<file path="config.mk">
export PLATFORM = sky130hd
export DESIGN_NAME = pmcs_top
export DESIGN_NICKNAME = d
export VERILOG_FILES = /design/src/include/pmcs_pkg.sv /design/src/rtl/pmcs_top.sv
export SDC_FILE = /design/constraint.sdc
export NUM_CORES = 1
export LEC_CHECK = 0
export BUFFER_PORTS_ARGS = -buffer_cell sky130_fd_sc_hd__buf_4
export CAP_MARGIN = 25
export CORE_MARGIN = 3
export CORE_UTILIZATION = 40
export DETAILED_ROUTE_END_ITERATION = 16
export PLACE_DENSITY = 0.85
export SYNTH_ARGS = -nofsm -noshare
export SYNTH_HDL_FRONTEND = slang
export SYNTH_SLANG_ARGS = --single-unit
</file>
<file path="constraint.sdc">
create_clock -name clk_sys_i -period 1.95 [get_ports clk_sys_i]
set_input_delay 0.195 -clock clk_sys_i [delete_from_list [all_inputs] [get_ports clk_sys_i]]
set_output_delay 0.195 -clock clk_sys_i [all_outputs]
set_load 0.02 [all_outputs]
</file>
<file path="src/include/pmcs_pkg.sv">
/*
 pmcs_pkg: constants, field positions and types for the power management
 control/status register bank. Assumes a 32-bit APB with 12-bit byte address.
*/
package pmcs_pkg;

	// ------------------------------------------------------------
	// register map
	// ------------------------------------------------------------
	localparam int PMCS_ADDR_W = 12;
	localparam logic [11:0] PMCS_OFS_CTRL = 12'h000;
	localparam logic [11:0] PMCS_OFS_BSE = 12'h004;
	localparam logic [11:0] PMCS_OFS_IRQ_STAT = 12'h008;
	localparam logic [11:0] PMCS_OFS_IRQ_MASK = 12'h00C;

	// ------------------------------------------------------------
	// field positions
	// ------------------------------------------------------------
	localparam int PMCS_BIT_FLAG = 15;
	localparam int PMCS_BIT_EN = 8;
	localparam int PMCS_BIT_BPCC = 7;
	localparam int PMCS_BIT_B2B3 = 6;
	localparam int PMCS_IRQ_WAKE = 0;
	localparam int PMCS_IRQ_PSCHG = 1;
	localparam int PMCS_IRQ_W = 2;

	// ------------------------------------------------------------
	// encodings and reset values
	// ------------------------------------------------------------
	localparam logic [1:0] PMCS_PS_D0 = 2'h0;
	localparam logic [1:0] PMCS_PS_D1 = 2'h1;
	localparam logic [1:0] PMCS_PS_D2 = 2'h2;
	localparam logic [1:0] PMCS_PS_D3HOT = 2'h3;
	localparam logic [1:0] PMCS_PS_RST = 2'h0;
	localparam logic [1:0] PMCS_SCALE_VAL = 2'h0;
	localparam logic [3:0] PMCS_SEL_VAL = 4'h0;
	localparam logic [7:0] PMCS_BSE_RST = 8'h00;
	localparam logic [1:0] PMCS_MASK_RST = 2'h0;
	localparam logic [31:0] PMCS_RD_ZERO = 32'h00000000;

	// ------------------------------------------------------------
	// types
	// ------------------------------------------------------------
	typedef enum logic [1:0] {PMCS_B0, PMCS_B1, PMCS_B2, PMCS_B3} pmcs_bus_e;

	typedef struct packed {
		pmcs_bus_e bus_state;
		logic clk_stop;
		logic pwr_off;
	} pmcs_sec_s;

endpackage

</file>
<file path="src/rtl/pmcs_top.sv">
/*
 pmcs_top: power management control/status bank for one function, with
 wake flag/enable, power state, bridge support extension, secondary bus
 control and an interrupt. Assumes an APB master on clk_sys_i, a wake
 pulse from function logic on the same clock, and asynchronous strap pins.
*/
// Design decisions made here: the APB register port and the register addresses.
// Operation
// - wake flag sets on every event, enable ignored
// - writing one clears flag; zero leaves it
// - flag and enable survive function reset if supported
// - wake pin driven only while enable set
// - data scale field reads zero, read-only
// - data select field reads zero, writes dropped
// - power state field reads and writes D0..D3hot
// - unsupported state write completes but is dropped
// - bridge extension register read-only, resets zero
// - bus control enable gates secondary bus control
// - D3hot stops clock or removes power per bit
// - secondary bus state follows function power state
// - strap at power-on decides cold wake support
`timescale 1ns/1ps
`default_nettype none

module pmcs_top
	import pmcs_pkg::*;
#(
	parameter bit D1_SUPPORTED = 1'b1,
	parameter bit D2_SUPPORTED = 1'b1
) (
	input wire logic clk_sys_i,
	input wire logic srst_i,
	input wire logic func_rst_i,
	input wire logic wake_event_i,
	input wire logic d3cold_wake_strap_pin_i,
	input wire logic bpcc_strap_i,
	input wire logic b2b3_strap_i,
	input wire logic psel_i,
	input wire logic penable_i,
	input wire logic pwrite_i,
	input wire logic [PMCS_ADDR_W-1:0] paddr_i,
	input wire logic [31:0] pwdata_i,
	input wire logic [3:0] pstrb_i,
	output logic [31:0] prdata_o,
	output logic pready_o,
	output logic pslverr_o,
	output logic pme_out_o,
	output logic pme_oe_o,
	output pmcs_sec_s sec_bus_o,
	output logic d3cold_wake_supported_o,
	output logic irq_o
);

	// ------------------------------------------------------------
	// strap synchronisers
	// ------------------------------------------------------------
	// straps are pins: three flops, the 2nd and 3rd must agree before capture
	logic [2:0] strap_pin;
	logic [2:0] strap_s1_reg;
	logic [2:0] strap_s2_reg;
	logic [2:0] strap_s3_reg;
	logic [2:0] fill_reg;
	logic strap_taken_reg;
	logic d3cold_sup_reg;
	logic [7:0] bse_reg;

	assign strap_pin = {d3cold_wake_strap_pin_i, bpcc_strap_i, b2b3_strap_i};

	genvar gi;
	generate
		for (gi = 0; gi < 3; gi++) begin : g_sync
			always_ff @(posedge clk_sys_i) begin
				if (srst_i) begin
					strap_s1_reg[gi] <= 1'b0;
					strap_s2_reg[gi] <= 1'b0;
					strap_s3_reg[gi] <= 1'b0;
				end else begin
					strap_s1_reg[gi] <= strap_pin[gi];
					strap_s2_reg[gi] <= strap_s1_reg[gi];
					strap_s3_reg[gi] <= strap_s2_reg[gi];
				end
			end
		end
	endgenerate

	// the chain still holds reset zeros for three cycles, which must not be captured
	always_ff @(posedge clk_sys_i) begin
		if (srst_i) begin
			fill_reg <= 3'h0;
		end else begin
			fill_reg <= {fill_reg[1:0], 1'b1};
		end
	end

	// capture once after release; the bridge bits are read-only copies of straps
	always_ff @(posedge clk_sys_i) begin
		if (srst_i) begin
			strap_taken_reg <= 1'b0;
			d3cold_sup_reg <= 1'b0;
			bse_reg <= PMCS_BSE_RST;
		end else if (fill_reg[2] && !strap_taken_reg && (strap_s2_reg == strap_s3_reg)) begin
			strap_taken_reg <= 1'b1;
			d3cold_sup_reg <= strap_s3_reg[2];
			bse_reg[PMCS_BIT_BPCC] <= strap_s3_reg[1];
			bse_reg[PMCS_BIT_B2B3] <= strap_s3_reg[0];
		end
	end

	assign d3cold_wake_supported_o = d3cold_sup_reg;

	// ------------------------------------------------------------
	// apb slave
	// ------------------------------------------------------------
	// no wait state: pready and read data are registered in the setup cycle so every bus output comes from a flop
	logic pready_reg;
	logic [31:0] prdata_reg;
	logic pslverr_reg;
	logic mapped;
	logic wr_acc;
	logic wr_ctrl;
	logic wr_stat;
	logic wr_mask;
	logic [31:0] rd_mux;
	logic wake_flag_reg;
	logic wake_en_reg;
	logic [1:0] ps_reg;
	logic [PMCS_IRQ_W-1:0] irq_stat_reg;
	logic [PMCS_IRQ_W-1:0] irq_mask_reg;

	assign mapped = (paddr_i == PMCS_OFS_CTRL) || (paddr_i == PMCS_OFS_BSE) ||
		(paddr_i == PMCS_OFS_IRQ_STAT) || (paddr_i == PMCS_OFS_IRQ_MASK);
	assign wr_acc = psel_i && penable_i && pready_reg && pwrite_i && mapped;
	assign wr_ctrl = wr_acc && (paddr_i == PMCS_OFS_CTRL);
	assign wr_stat = wr_acc && (paddr_i == PMCS_OFS_IRQ_STAT);
	assign wr_mask = wr_acc && (paddr_i == PMCS_OFS_IRQ_MASK);

	always_comb begin
		rd_mux = PMCS_RD_ZERO;
		case (paddr_i)
			PMCS_OFS_CTRL: begin
				rd_mux[PMCS_BIT_FLAG] = wake_flag_reg;
				rd_mux[14:13] = PMCS_SCALE_VAL;
				rd_mux[12:9] = PMCS_SEL_VAL;
				rd_mux[PMCS_BIT_EN] = wake_en_reg;
				rd_mux[1:0] = ps_reg;
			end
			PMCS_OFS_BSE: rd_mux[7:0] = bse_reg;
			PMCS_OFS_IRQ_STAT: rd_mux[PMCS_IRQ_W-1:0] = irq_stat_reg;
			PMCS_OFS_IRQ_MASK: rd_mux[PMCS_IRQ_W-1:0] = irq_mask_reg;
			default: rd_mux = PMCS_RD_ZERO;
		endcase
	end

	always_ff @(posedge clk_sys_i) begin
		if (srst_i) begin
			pready_reg <= 1'b0;
			prdata_reg <= PMCS_RD_ZERO;
			pslverr_reg <= 1'b0;
		end else if (psel_i && !penable_i && !pready_reg) begin
			pready_reg <= 1'b1;
			prdata_reg <= pwrite_i ? PMCS_RD_ZERO : rd_mux;
			pslverr_reg <= !mapped;
		end else begin
			pready_reg <= 1'b0;
			pslverr_reg <= 1'b0;
		end
	end

	assign pready_o = pready_reg;
	assign prdata_o = prdata_reg;
	assign pslverr_o = pslverr_reg;

	// ------------------------------------------------------------
	// wake flag and enable
	// ------------------------------------------------------------
	logic flag_clr;
	logic sticky_keep;
	logic pme_oe_reg;

	// reserved bits 7:2 are ignored on write, software keeps them zero
	assign flag_clr = wr_ctrl && pstrb_i[1] && pwdata_i[PMCS_BIT_FLAG];
	assign sticky_keep = d3cold_sup_reg;

	always_ff @(posedge clk_sys_i) begin
		if (srst_i) begin
			wake_flag_reg <= 1'b0;
		end else if (wake_event_i) begin
			wake_flag_reg <= 1'b1;
		end else if (flag_clr) begin
			wake_flag_reg <= 1'b0;
		end else if (func_rst_i && !sticky_keep) begin
			wake_flag_reg <= 1'b0;
		end
	end

	always_ff @(posedge clk_sys_i) begin
		if (srst_i) begin
			wake_en_reg <= 1'b0;
		end else if (func_rst_i) begin
			wake_en_reg <= sticky_keep ? wake_en_reg : 1'b0;
		end else if (wr_ctrl && pstrb_i[1]) begin
			wake_en_reg <= pwdata_i[PMCS_BIT_EN];
		end
	end

	// open drain: only ever pulls low, never drives high
	always_ff @(posedge clk_sys_i) begin
		if (srst_i) begin
			pme_oe_reg <= 1'b0;
		end else begin
			pme_oe_reg <= wake_flag_reg && wake_en_reg && !flag_clr;
		end
	end

	assign pme_oe_o = pme_oe_reg;
	always_ff @(posedge clk_sys_i) begin
		pme_out_o <= 1'b0;
	end

	// ------------------------------------------------------------
	// power state
	// ------------------------------------------------------------
	logic [1:0] ps_wr;
	logic ps_ok;
	logic ps_chg;

	assign ps_wr = pwdata_i[1:0];
	assign ps_ok = (ps_wr == PMCS_PS_D0) || (ps_wr == PMCS_PS_D3HOT) ||
		((ps_wr == PMCS_PS_D1) && D1_SUPPORTED) || ((ps_wr == PMCS_PS_D2) && D2_SUPPORTED);
	assign ps_chg = wr_ctrl && pstrb_i[0] && ps_ok && (ps_wr != ps_reg);

	always_ff @(posedge clk_sys_i) begin
		if (srst_i || func_rst_i) begin
			ps_reg <= PMCS_PS_RST;
		end else if (wr_ctrl && pstrb_i[0] && ps_ok) begin
			ps_reg <= ps_wr;
		end
	end

	// ------------------------------------------------------------
	// secondary bus control
	// ------------------------------------------------------------
	pmcs_sec_s sec_reg;

	always_ff @(posedge clk_sys_i) begin
		if (srst_i) begin
			sec_reg <= '{bus_state: PMCS_B0, clk_stop: 1'b0, pwr_off: 1'b0};
		end else if (!bse_reg[PMCS_BIT_BPCC]) begin
			sec_reg <= '{bus_state: PMCS_B0, clk_stop: 1'b0, pwr_off: 1'b0};
		end else begin
			case (ps_reg)
				PMCS_PS_D0: sec_reg <= '{bus_state: PMCS_B0, clk_stop: 1'b0, pwr_off: 1'b0};
				PMCS_PS_D1: sec_reg <= '{bus_state: PMCS_B1, clk_stop: 1'b0, pwr_off: 1'b0};
				PMCS_PS_D2: sec_reg <= '{bus_state: PMCS_B2, clk_stop: 1'b1, pwr_off: 1'b0};
				PMCS_PS_D3HOT: begin
					if (bse_reg[PMCS_BIT_B2B3]) begin
						sec_reg <= '{bus_state: PMCS_B2, clk_stop: 1'b1, pwr_off: 1'b0};
					end else begin
						sec_reg <= '{bus_state: PMCS_B3, clk_stop: 1'b1, pwr_off: 1'b1};
					end
				end
				default: sec_reg <= '{bus_state: PMCS_B0, clk_stop: 1'b0, pwr_off: 1'b0};
			endcase
		end
	end

	assign sec_bus_o = sec_reg;

	// ------------------------------------------------------------
	// interrupt
	// ------------------------------------------------------------
	logic [PMCS_IRQ_W-1:0] irq_evt;
	logic [PMCS_IRQ_W-1:0] irq_clr;
	logic irq_reg;

	assign irq_evt = {ps_chg, wake_event_i};
	assign irq_clr = (wr_stat && pstrb_i[0]) ? pwdata_i[PMCS_IRQ_W-1:0] : '0;

	// set wins over a clear in the same cycle
	always_ff @(posedge clk_sys_i) begin
		if (srst_i) begin
			irq_stat_reg <= '0;
		end else begin
			irq_stat_reg <= (irq_stat_reg & ~irq_clr) | irq_evt;
		end
	end

	always_ff @(posedge clk_sys_i) begin
		if (srst_i) begin
			irq_mask_reg <= PMCS_MASK_RST;
		end else if (wr_mask && pstrb_i[0]) begin
			irq_mask_reg <= pwdata_i[PMCS_IRQ_W-1:0];
		end
	end

	always_ff @(posedge clk_sys_i) begin
		if (srst_i) begin
			irq_reg <= 1'b0;
		end else begin
			irq_reg <= |(((irq_stat_reg & ~irq_clr) | irq_evt) & irq_mask_reg);
		end
	end

	assign irq_o = irq_reg;
endmodule

`default_nettype wire

</file>
==> impl_metrics.py, run 1 <==
metrics = {
    "finish": {
        "fill_cells": 357,
        "antenna_cells": 0,
        "largest_reg_flops": 6,
        "layout.cells.most_common": "buf_4",
        "final_area_um2": 2020,
        "drive_gt1_share_pct": 27.5,
        "final_nets": 279,
        "syn_to_final_growth_pct": 21.3,
        "final-instance-count-excl-fill": 270,
        "final_cell_mix": "buf_4 (47), dfxtp_1 (37), conb_1 (27)",
    },
    "floorplan": {
        "initial_core_util_pct": 43.4,
        "fp.dieW_um": 70.5,
        "core-area_um2": 3830,
        "die_h_um": 70.5,
        "dieArea_um2": 4960,
        "fp-row-count": 22,
        "pin_count": 100,
    },
    "synth": {
        "yosys_warnings": 0,
        "syn_area_um2": 1660,
        "synth-seq-cells": 37,
        "netlist-cell-type-count": 38,
        "syn_inst": 174,
        "yosysSeqAreaShare_pct": 44.6,
        "postSynthAreaPerCell_um2": 9.55,
    },
    "placed_design": {
        "postPlaceCellArea_um2": 1940,
        "port_buffers": 42,
        "dp_hpwl_um": 2530,
        "place_congestion": 0.826,
        "numPlacedInstances": 262,
    },
    "worst_setup_path": {
        "critical_path_arrival_ns": 1.77,
        "critPathMaxFanout": 10,
        "critPathLaunchType": "primary input",
        "worstPathRequired_ns": 2.11,
        "worst-setup-path-type": "primary input to flip-flop",
        "endpoint_kind": "flip-flop",
    },
    "drt": {
        "vias": 1277,
        "routed_wl_um": 3310,
        "routedWlPerCell_um": 12.3,
        "drtIter0Drc": 61,
        "viasPerCell": 4.73,
        "drtPass1Iterations": 4,
        "drc": 0,
        "ant_nets": 0,
    },
    "power": {
        "ir_worst_vdd_mv": 0.367,
        "cellPowerDensity_nw_per_um2": 714,
        "p_leak_nw": 0.860,
    },
    "clock_tree": {
        "cts_tree": "built",
        "max-clock-path-buffers": 2,
        "cts_buffers": 5,
        "postCtsSetupRepairBufs": 0,
        "cts_root_buffer": "clkbuf_8",
        "cts_resized": 0,
        "cts_hold_buf": 0,
        "insertion_delay_ns": 0.28,
        "htreeDepth": 2,
        "clk_pin_slew_ns": 0.07,
        "numClockSinks": 37,
    },
    "global_route": {
        "grt-ovfl-total": 0,
        "grt_max_degree": 33,
        "antenna_found_initial": 0,
        "grt_pass1_vias": 1142,
        "grt_first_pass_wirelength_um": 5330,
        "grt_usage_pct": 13.5,
    },
    "sta": {
        "fin_hold_ws_ns": 0.118,
        "fin_crit_sh_pct": 82.3,
        "final_hold_viol_count": 0,
        "slew_viol_final": 0,
        "setup_tns_ns": 0,
        "max_clock_freq_mhz": 623,
        "fin_crit_ns": 1.61,
        "setup_viol": 0,
        "rsz0062_at_grt": "false",
        "fin_worst_skew_ns": 0.00232,
    },
    "run": {
        "cap_viol_max_count": 0,
    },
    "outcome": {
        "status": "completed",
    },
    "min_path": {
        "hp-class": "primary input to flip-flop",
    },
}
## synth_stat cells
master      n  area share, %
o31a_1      1           0.53
nand3_1     2           0.60
buf_4      28             13
and3b_1     2            1.1
and2_1      3            1.1
o21ai_0     5            1.5
mux2i_1     5            3.0
o21a_1      1           0.45
nor4_2      2            1.5
nand2_1     7            1.6
nor2b_1    13            4.9
nor3b_1     1           0.45
xnor2_1     2            1.1
nand3b_1    1           0.45
or4_4       3            2.0
o2bb2ai_1   3            1.6
nor4_1      2           0.75
o21ai_1     1           0.30
a32oi_1     4            2.1
o211ai_1    1           0.45
clkbuf_1    4           0.90
o31ai_2     1           0.75
a211oi_1    2           0.90
dfxtp_1    37             45
conb_1      1           0.23
or3b_2      1           0.53
nor2_1     16            3.6
or4b_2      1           0.60
nand2b_1    2           0.75
or2_2       1           0.38
o2111ai_1   1           0.53
buf_6       1           0.68
nand4bb_1   1           0.68
a21oi_1     6            1.8
a22oi_1     2           0.90
inv_1       1           0.23
xor2_1      3            1.6
nand4_1     6            2.3
## logic make-up (layout without fill, tap and decap cells)
logic type | after synthesis | in the layout | share of synthesized area, %
compound gates | 28 | 28 | 11.8
xor+xnor | 5 | 5 | 2.64
buf+inv | 34 | 56 | 14.5
flops | 37 | 37 | 44.6
mux | 5 | 5 | 3.01
other cells | 1 | 27 | 0.226
simple gates | 64 | 64 | 23.3
## report_power, final
part           total (W)  switching, W  internal (W)  leakage, nW
combinational   0.000166      0.000103     0.0000630        0.519
sequential      0.000779    0.00000677      0.000772        0.301
clock           0.000495      0.000242      0.000254       0.0395
## cell type report
cell class	count	area, um2	share of cell area, %
inverter	1	3.75	0.186
multi-input combinational	129	778	38.6
timing repair buffer	47	353	17.5
tap	48	60.1	2.98
clock buffer	8	80.1	3.97
sequential	37	741	36.7
## path summary, 6_finish.rpt
path | from | endpoint | slack (ns) | depth (start not counted)
max | paddr_i[7] | irq_o | 0.34 | 5
min | func_rst_i | ps_reg[0] | 0.12 | 2
max reg2reg | pready_o | prdata_o[8] | 0.36 | 5
min reg2reg | strap_s1_reg[2] | strap_s2_reg[2] | 0.44 | 1
## critical path: stages
cell and delay, ns:
buf_4 0.11, or4_4 0.52, or4_4 0.60, o211ai_1 0.24, nand3_1 0.09
## per-layer routing
metal	share of wire [%]	global-route usage, %	vias to the layer above
met4	0.33	3.83	0
met1	42	16.6	561
met3	10	5.90	2
met5	0	0	-
li1	-	-	649
met2	47	21.3	65
## per-stage QoR
| stage | utilization [%] | power, W | setup slack [ns] |
|---|---|---|---|
| finish | 52.7 | 0.00144 | 0.345 |
| global route | 52.7 | 0.00151 | 0.281 |
| CTS | 52.7 | 0.00145 | 0.342 |
| detailed placement | 50.6 | 0.000960 | 0.0408 |
| global placement | 50.6 | 0.000957 | 0.0636 |
| floorplan | - | 0.000935 | 0.135 |
Note: power is estimated with default switching activity, not from simulation.
==> inputs of run 2 (changes only) <==
ABC_AREA = 1   (was not set)
PLACE_DENSITY = 0.84   (was 0.85)
clock period = 1.51 ns   (was 1.95 ns; I/O delays follow)
==> run 2 against run 1 <==
Sequential cell count unchanged. Setup slack got worse by 0.10 ns. Cell area increased by 5.1%. Critical path type is now flip-flop to flip-flop. Largest power group unchanged.
==> impl_metrics.py, run 2 <==
metrics = {
    "worst_setup_path": {
        "critPathMaxFanout": 9,
        "critPathLaunch": "pready_o",
        "r2r_setup_slack_ns": 0.24,
        "critical_path_arrival_ns": 1.49,
        "r2r-end": "prdata_o[1]",
        "critPathSlowestCell": "dfxtp_1",
        "path_depth": 7,
        "endpoint": "prdata_o[1]",
        "worst-setup-path-type": "flip-flop to flip-flop",
        "max_stage_delay_ns": 0.33,
        "path_buf_inv": 0,
        "crit_chain": "nor2_1, nand2_2, nor2_4, o21ai_2, nor3_2, nand2_1, a21oi_1",
        "worstPathRequired_ns": 1.73,
        "cp_top_family": "simple AND/OR/NAND/NOR gates",
        "critPathLaunchType": "flip-flop",
        "endpoint_kind": "flip-flop",
        "r2r_start": "pready_o",
        "reg2regPathDepth": 7,
    },
    "synth": {
        "synth.most_common_cell": "dfxtp_1",
        "synthSimpleGateAreaFrac_pct": 29.6,
        "netlist-cell-type-count": 31,
        "synthTopCellsByArea": "dfxtp_1 (42%), buf_4 (12%), nor2_1 (6.0%)",
        "synth-xor-area-share_pct": 1.50,
        "synth_compound_area_share_pct": 8.08,
        "syn_inst": 222,
        "async_flop_share_pct": 0,
        "syn_area_um2": 1750,
        "synth_ff_type": "dfxtp_1",
        "synth_edf_count": 0,
        "yosys_warnings": 0,
        "synth_top_family_by_area": "simple AND/OR/NAND/NOR gates",
        "synth_top_area_share_pct": 42.3,
        "synth_common_cells": "dfxtp_1 (37), buf_4 (28), nor2_1 (28), nand2_1 (26), inv_1 (25)",
        "yosysTopAreaCell": "dfxtp_1",
        "synth-seq-cells": 37,
        "yosysSeqAreaShare_pct": 42.3,
        "synthMuxAreaShare_pct": 0,
        "synthAdderAreaFrac_pct": 0,
        "postSynthAreaPerCell_um2": 7.88,
    },
    "drt": {
        "vias": 1449,
        "route.met3.wl_um": 243,
        "drtPass1Iterations": 4,
        "wl_met2_um": 1560,
        "drtIter0Drc": 94,
        "routedWlPerCell_um": 10.1,
        "ant_nets": 0,
        "viasPerCell": 4.57,
        "drc": 0,
        "drt-met1-wl_um": 1340,
        "top_layer": "met4",
        "routed_wl_um": 3210,
    },
    "sta": {
        "fin_crit_sh_pct": 84.0,
        "rsz0062_at_grt": "false",
        "setup_viol": 0,
        "fin_worst_skew_ns": 0.00427,
        "fin_crit_ns": 1.27,
        "final_hold_viol_count": 0,
        "slew_viol_final": 0,
        "setup_tns_ns": 0,
        "max_clock_freq_mhz": 789,
    },
    "clock_tree": {
        "cts_tree": "built",
        "cts_resized": 0,
        "cts_buffers": 5,
        "clk_pin_slew_ns": 0.08,
        "max-clock-path-buffers": 2,
        "cts_hold_buf": 0,
        "cts_root_buffer": "clkbuf_8",
        "insertion_delay_ns": 0.29,
        "postCtsSetupRepairBufs": 0,
        "htreeDepth": 2,
        "numClockSinks": 37,
    },
    "floorplan": {
        "dieArea_um2": 5210,
        "die_h_um": 72.2,
        "fp-row-count": 23,
        "core-area_um2": 4120,
        "fp.dieW_um": 72.2,
        "initial_core_util_pct": 42.5,
        "pin_count": 100,
    },
    "power": {
        "ir_worst_vdd_mv": 0.406,
        "cellPowerDensity_nw_per_um2": 982,
        "switching_power_w": 0.000517,
        "p_leak_nw": 0.958,
        "internal_power_w": 0.00156,
        "power_frac_comb_pct": 10.4,
        "pwr-share-seq_pct": 48.3,
        "pwr-share-clk_pct": 41.3,
        "switching_share_pct": 24.9,
    },
    "global_route": {
        "grt_pass1_vias": 1318,
        "antenna_found_initial": 0,
        "grt_first_pass_wirelength_um": 5460,
        "grt_max_degree": 31,
        "grt_usage_pct": 13.0,
        "grt-ovfl-total": 0,
    },
    "finish": {
        "syn_to_final_growth_pct": 21.0,
        "final_nets": 324,
        "final_area_um2": 2120,
        "layout.cells.most_common": "buf_4",
        "final_cell_mix": "buf_4 (42), dfxtp_1 (37), nor2_1 (28)",
        "largest_reg_flops": 6,
        "drive_gt1_share_pct": 27.0,
        "post-route-util_pct": 51.5,
        "antenna_cells": 0,
    },
    "run": {
        "cap_viol_max_count": 0,
    },
    "min_path": {
        "hp-class": "primary input to flip-flop",
    },
    "placed_design": {
        "dp_hpwl_um": 2560,
        "postPlaceCellArea_um2": 2000,
        "place_congestion": 0.894,
        "port_buffers": 42,
    },
    "outcome": {
        "status": "completed",
    },
}
run 2: cells by family after synthesis:
kind of cell / after synthesis
buf+inv: 57
other cells: 1
compound gates: 25
xor+xnor: 3
flops: 37
simple gates: 99
run 2: routing by layer:
| layer | vias up | GRT usage [%] |
|---|---|---|
| li1 | 744 | - |
| met2 | 51 | 23.0 |
| met3 | 7 | 2.91 |
| met5 | - | 0 |
| met1 | 647 | 15.3 |
| met4 | 0 | 5.01 |
run 2: final cells by class:
type / instances / area [um2]
clock inverters: 3 / 46.3
clock buffers: 5 / 68.8
inverters: 26 / 97.6
repair buffers: 42 / 315
multi-input cells: 154 / 787
well taps: 50 / 62.6
flip-flops and latches: 37 / 741
fillers: 399 / 2000
run 2: metrics by stage:
stage / hold WS, ns / setup slack (ns) / cells / power (W)
after floorplan: 0.243 / 0.297 / 248 / 0.00122
after global placement: 0.349 / 0.280 / 309 / 0.00124
after detailed placement: 0.345 / 0.229 / 309 / 0.00124
after CTS: 0.0377 / 0.215 / 317 / 0.00209
after global routing: 0.0425 / 0.0846 / 317 / 0.00216
final: 0.0408 / 0.242 / 317 / 0.00208
run 2: how the worst min path moves through the flow:
stage,slack [ns],from,depth (start not counted),endpoint
after global placement,0.35,pwdata_i[15],2,pme_oe_o
after global routing,0.04,pwdata_i[15],2,pme_oe_o
after floorplan,0.24,pwdata_i[15],1,pme_oe_o
after detailed placement,0.35,pwdata_i[15],2,pme_oe_o
final,0.04,pwdata_i[15],2,pme_oe_o
after CTS,0.04,pwdata_i[15],2,pme_oe_o
run 2: power groups by stage:
stage	sequential (W)	clock [W]	combinational, W
finish	0.00101	0.000858	0.000216
detailed placement	0.00103	0	0.000216
CTS	0.00101	0.000872	0.000216
global route	0.00101	0.000912	0.000240
floorplan	0.00103	0	0.000187
global placement	0.00103	0	0.000212
==> inputs of run 3 (changes only) <==
clock period = 1.3 ns   (was 1.51 ns; I/O delays follow)
==> run 3 against run 2 <==
Worst hold slack got worse by 0.012 ns. Final cell count grew 0.63%. Utilization grew 0.64 points. Non-clock buffer count increased by 2. Sequential power rose by 16%. Register-to-register slack worse by 0.16 ns. Cell area up 1.2%. Count of clock-buffer cells in the layout up 1. Die area did not move. Wire length grew 5.1%. Sequential cell count did not move. Fmax grew 4.4%. Largest power group unchanged.
==> impl_metrics.py, run 3 (same netlist as run 2, synthesis figures left out) <==
metrics = {
    "outcome": {
        "status": "completed",
    },
    "sta": {
        "rsz0062_at_grt": "true",
        "slew_viol_final": 0,
        "finalWorstSetupSlack_ns": 0.0857,
        "max_clock_freq_mhz": 823,
        "fin_worst_skew_ns": 0.00617,
        "fin_crit_sh_pct": 93.4,
        "fin_crit_ns": 1.21,
        "setup_viol": 0,
        "final_hold_viol_count": 0,
    },
    "worst_setup_path": {
        "cp_common_cell": "nand2_1",
        "critical_path_arrival_ns": 1.45,
        "reg2regPathDepth": 8,
        "r2r_start": "pready_o",
        "critPathLaunchType": "flip-flop",
        "r2r_setup_slack_ns": 0.09,
        "r2r-end": "irq_o",
        "crit_chain": "nand2_2, nor3_4, inv_2, nor2_4, o21ai_2, nand2_1, nand3_2, nand2_1",
        "endpoint_kind": "flip-flop",
        "critPathMaxFanout": 4,
        "critPathSlowestCell": "dfxtp_2",
        "worstPathRequired_ns": 1.54,
        "worst-setup-path-type": "flip-flop to flip-flop",
        "max_stage_delay_ns": 0.35,
    },
    "clock_tree": {
        "postCtsSetupRepairBufs": 0,
        "clk_pin_slew_ns": 0.07,
        "htreeDepth": 2,
        "cts_hold_buf": 0,
        "cts_tree": "built",
        "max-clock-path-buffers": 2,
        "cts_resized": 0,
        "numClockSinks": 37,
        "cts_buffers": 5,
        "insertion_delay_ns": 0.29,
        "cts_root_buffer": "clkbuf_8",
    },
    "finish": {
        "drive_gt1_share_pct": 28.3,
        "fill_cells": 406,
        "final_nets": 326,
        "final_area_um2": 2140,
        "final_cell_mix": "buf_4 (44), dfxtp_1 (36), nor2_1 (28)",
        "syn_to_final_growth_pct": 22.5,
        "largest_reg_flops": 6,
        "layout.cells.most_common": "buf_4",
        "antenna_cells": 0,
    },
    "floorplan": {
        "initial_core_util_pct": 42.5,
        "die_h_um": 72.2,
        "dieArea_um2": 5210,
        "core-area_um2": 4120,
        "pin_count": 100,
        "fp.dieW_um": 72.2,
        "fp-row-count": 23,
    },
    "drt": {
        "routed_wl_um": 3380,
        "drtIter0Drc": 121,
        "viasPerCell": 4.59,
        "drtPass1Iterations": 4,
        "ant_nets": 0,
        "vias": 1464,
        "routedWlPerCell_um": 10.6,
        "drc": 0,
    },
    "global_route": {
        "antenna_found_initial": 0,
        "grt_first_pass_wirelength_um": 5560,
        "grt_pass1_vias": 1296,
        "grt_max_degree": 20,
        "grt-ovfl-total": 0,
        "grt_usage_pct": 13.5,
    },
    "power": {
        "p_leak_nw": 0.972,
        "switching_share_pct": 23.6,
        "pwr-share-clk_pct": 41.8,
        "switching_power_w": 0.000579,
        "cellPowerDensity_nw_per_um2": 1140,
        "internal_power_w": 0.00187,
        "pwr-share-seq_pct": 47.7,
        "power_frac_comb_pct": 10.5,
        "p_total_w": 0.00245,
        "ir_worst_vdd_mv": 0.410,
    },
    "min_path": {
        "min_path_cells": 2,
        "hp-start": "pwdata_i[15]",
        "hold_end": "pme_oe_o",
        "hp-class": "primary input to flip-flop",
    },
    "placed_design": {
        "place_congestion": 0.904,
        "port_buffers": 42,
        "postPlaceCellArea_um2": 2020,
        "dp_slack_ns": 0.0731,
        "dp_hpwl_um": 2620,
    },
    "run": {
        "cap_viol_max_count": 0,
    },
}
-- run 3: cell types whose count changed in the layout (fill, tap and decap cells not counted), sizes merged --
cell	before	now
clkinv	1	0
clkbuf	5	6
buf	42	44
-- run 3: per-layer routing --
metal	wire length [um]	up-vias	part of all wire, %	GRT usage, %
met4	57	0	1.7	6.05
met5	0	-	0	0
met1	1320	655	39	15.3
met3	275	6	8.1	4.85
met2	1720	60	51	22.8
li1	-	743	-	-
-- run 3: power groups by stage --
stage / combinational [W] / clock [W] / sequential, W
floorplan: 0.000217 / 0 / 0.00120
global placement: 0.000251 / 0 / 0.00119
detailed placement: 0.000255 / 0 / 0.00119
CTS: 0.000256 / 0.00105 / 0.00117
global route: 0.000286 / 0.00110 / 0.00117
finish: 0.000258 / 0.00102 / 0.00117
-- run 3: stage by stage --
stage / util [%] / TNS (ns) / hold WS, ns / std cells
after CTS: 52.0 / 0 / 0.0165 / 319
after floorplan: - / 0 / 0.222 / 248
after global routing: 52.1 / -0.0251 / 0.0221 / 319
final: 52.1 / 0 / 0.0287 / 319
after global placement: 49.0 / 0 / 0.327 / 311
after detailed placement: 49.0 / 0 / 0.330 / 311
-- run 3: critical path, delay by kind of cell, from the launching register on --
family,cells,cell delay (ns)
AO/OA/AOI/OAI,1,0.07
flip-flops,1,0.35
buffers and inverters,1,0.09
AND/OR/NAND/NOR,6,0.66
-- run 3: how the worst max path moves through the flow --
stage / start / end / slack [ns] / depth (start not counted)
2_1_floorplan: pready_o / irq_o / 0.09 / 8
3_3_place_gp: paddr_i[1] / irq_o / 0.09 / 9
3_5_place_dp: paddr_i[1] / wake_en_reg / 0.07 / 9
4_1_cts: pready_o / irq_o / 0.1 / 8
5_1_grt: pready_o / irq_o / -0.03 / 8
6_report: pready_o / irq_o / 0.09 / 8
-- run 3: cell type report --
class                      count  area (um2)  area share, %
inverter                      26        97.6           4.55
tap                           50        62.6           2.92
multi-input combinational    154         792           36.9
timing repair buffer          44         330           15.4
sequential                    37         742           34.6
clock inverter                 2        37.5           1.75
clock buffer                   6        82.6           3.85
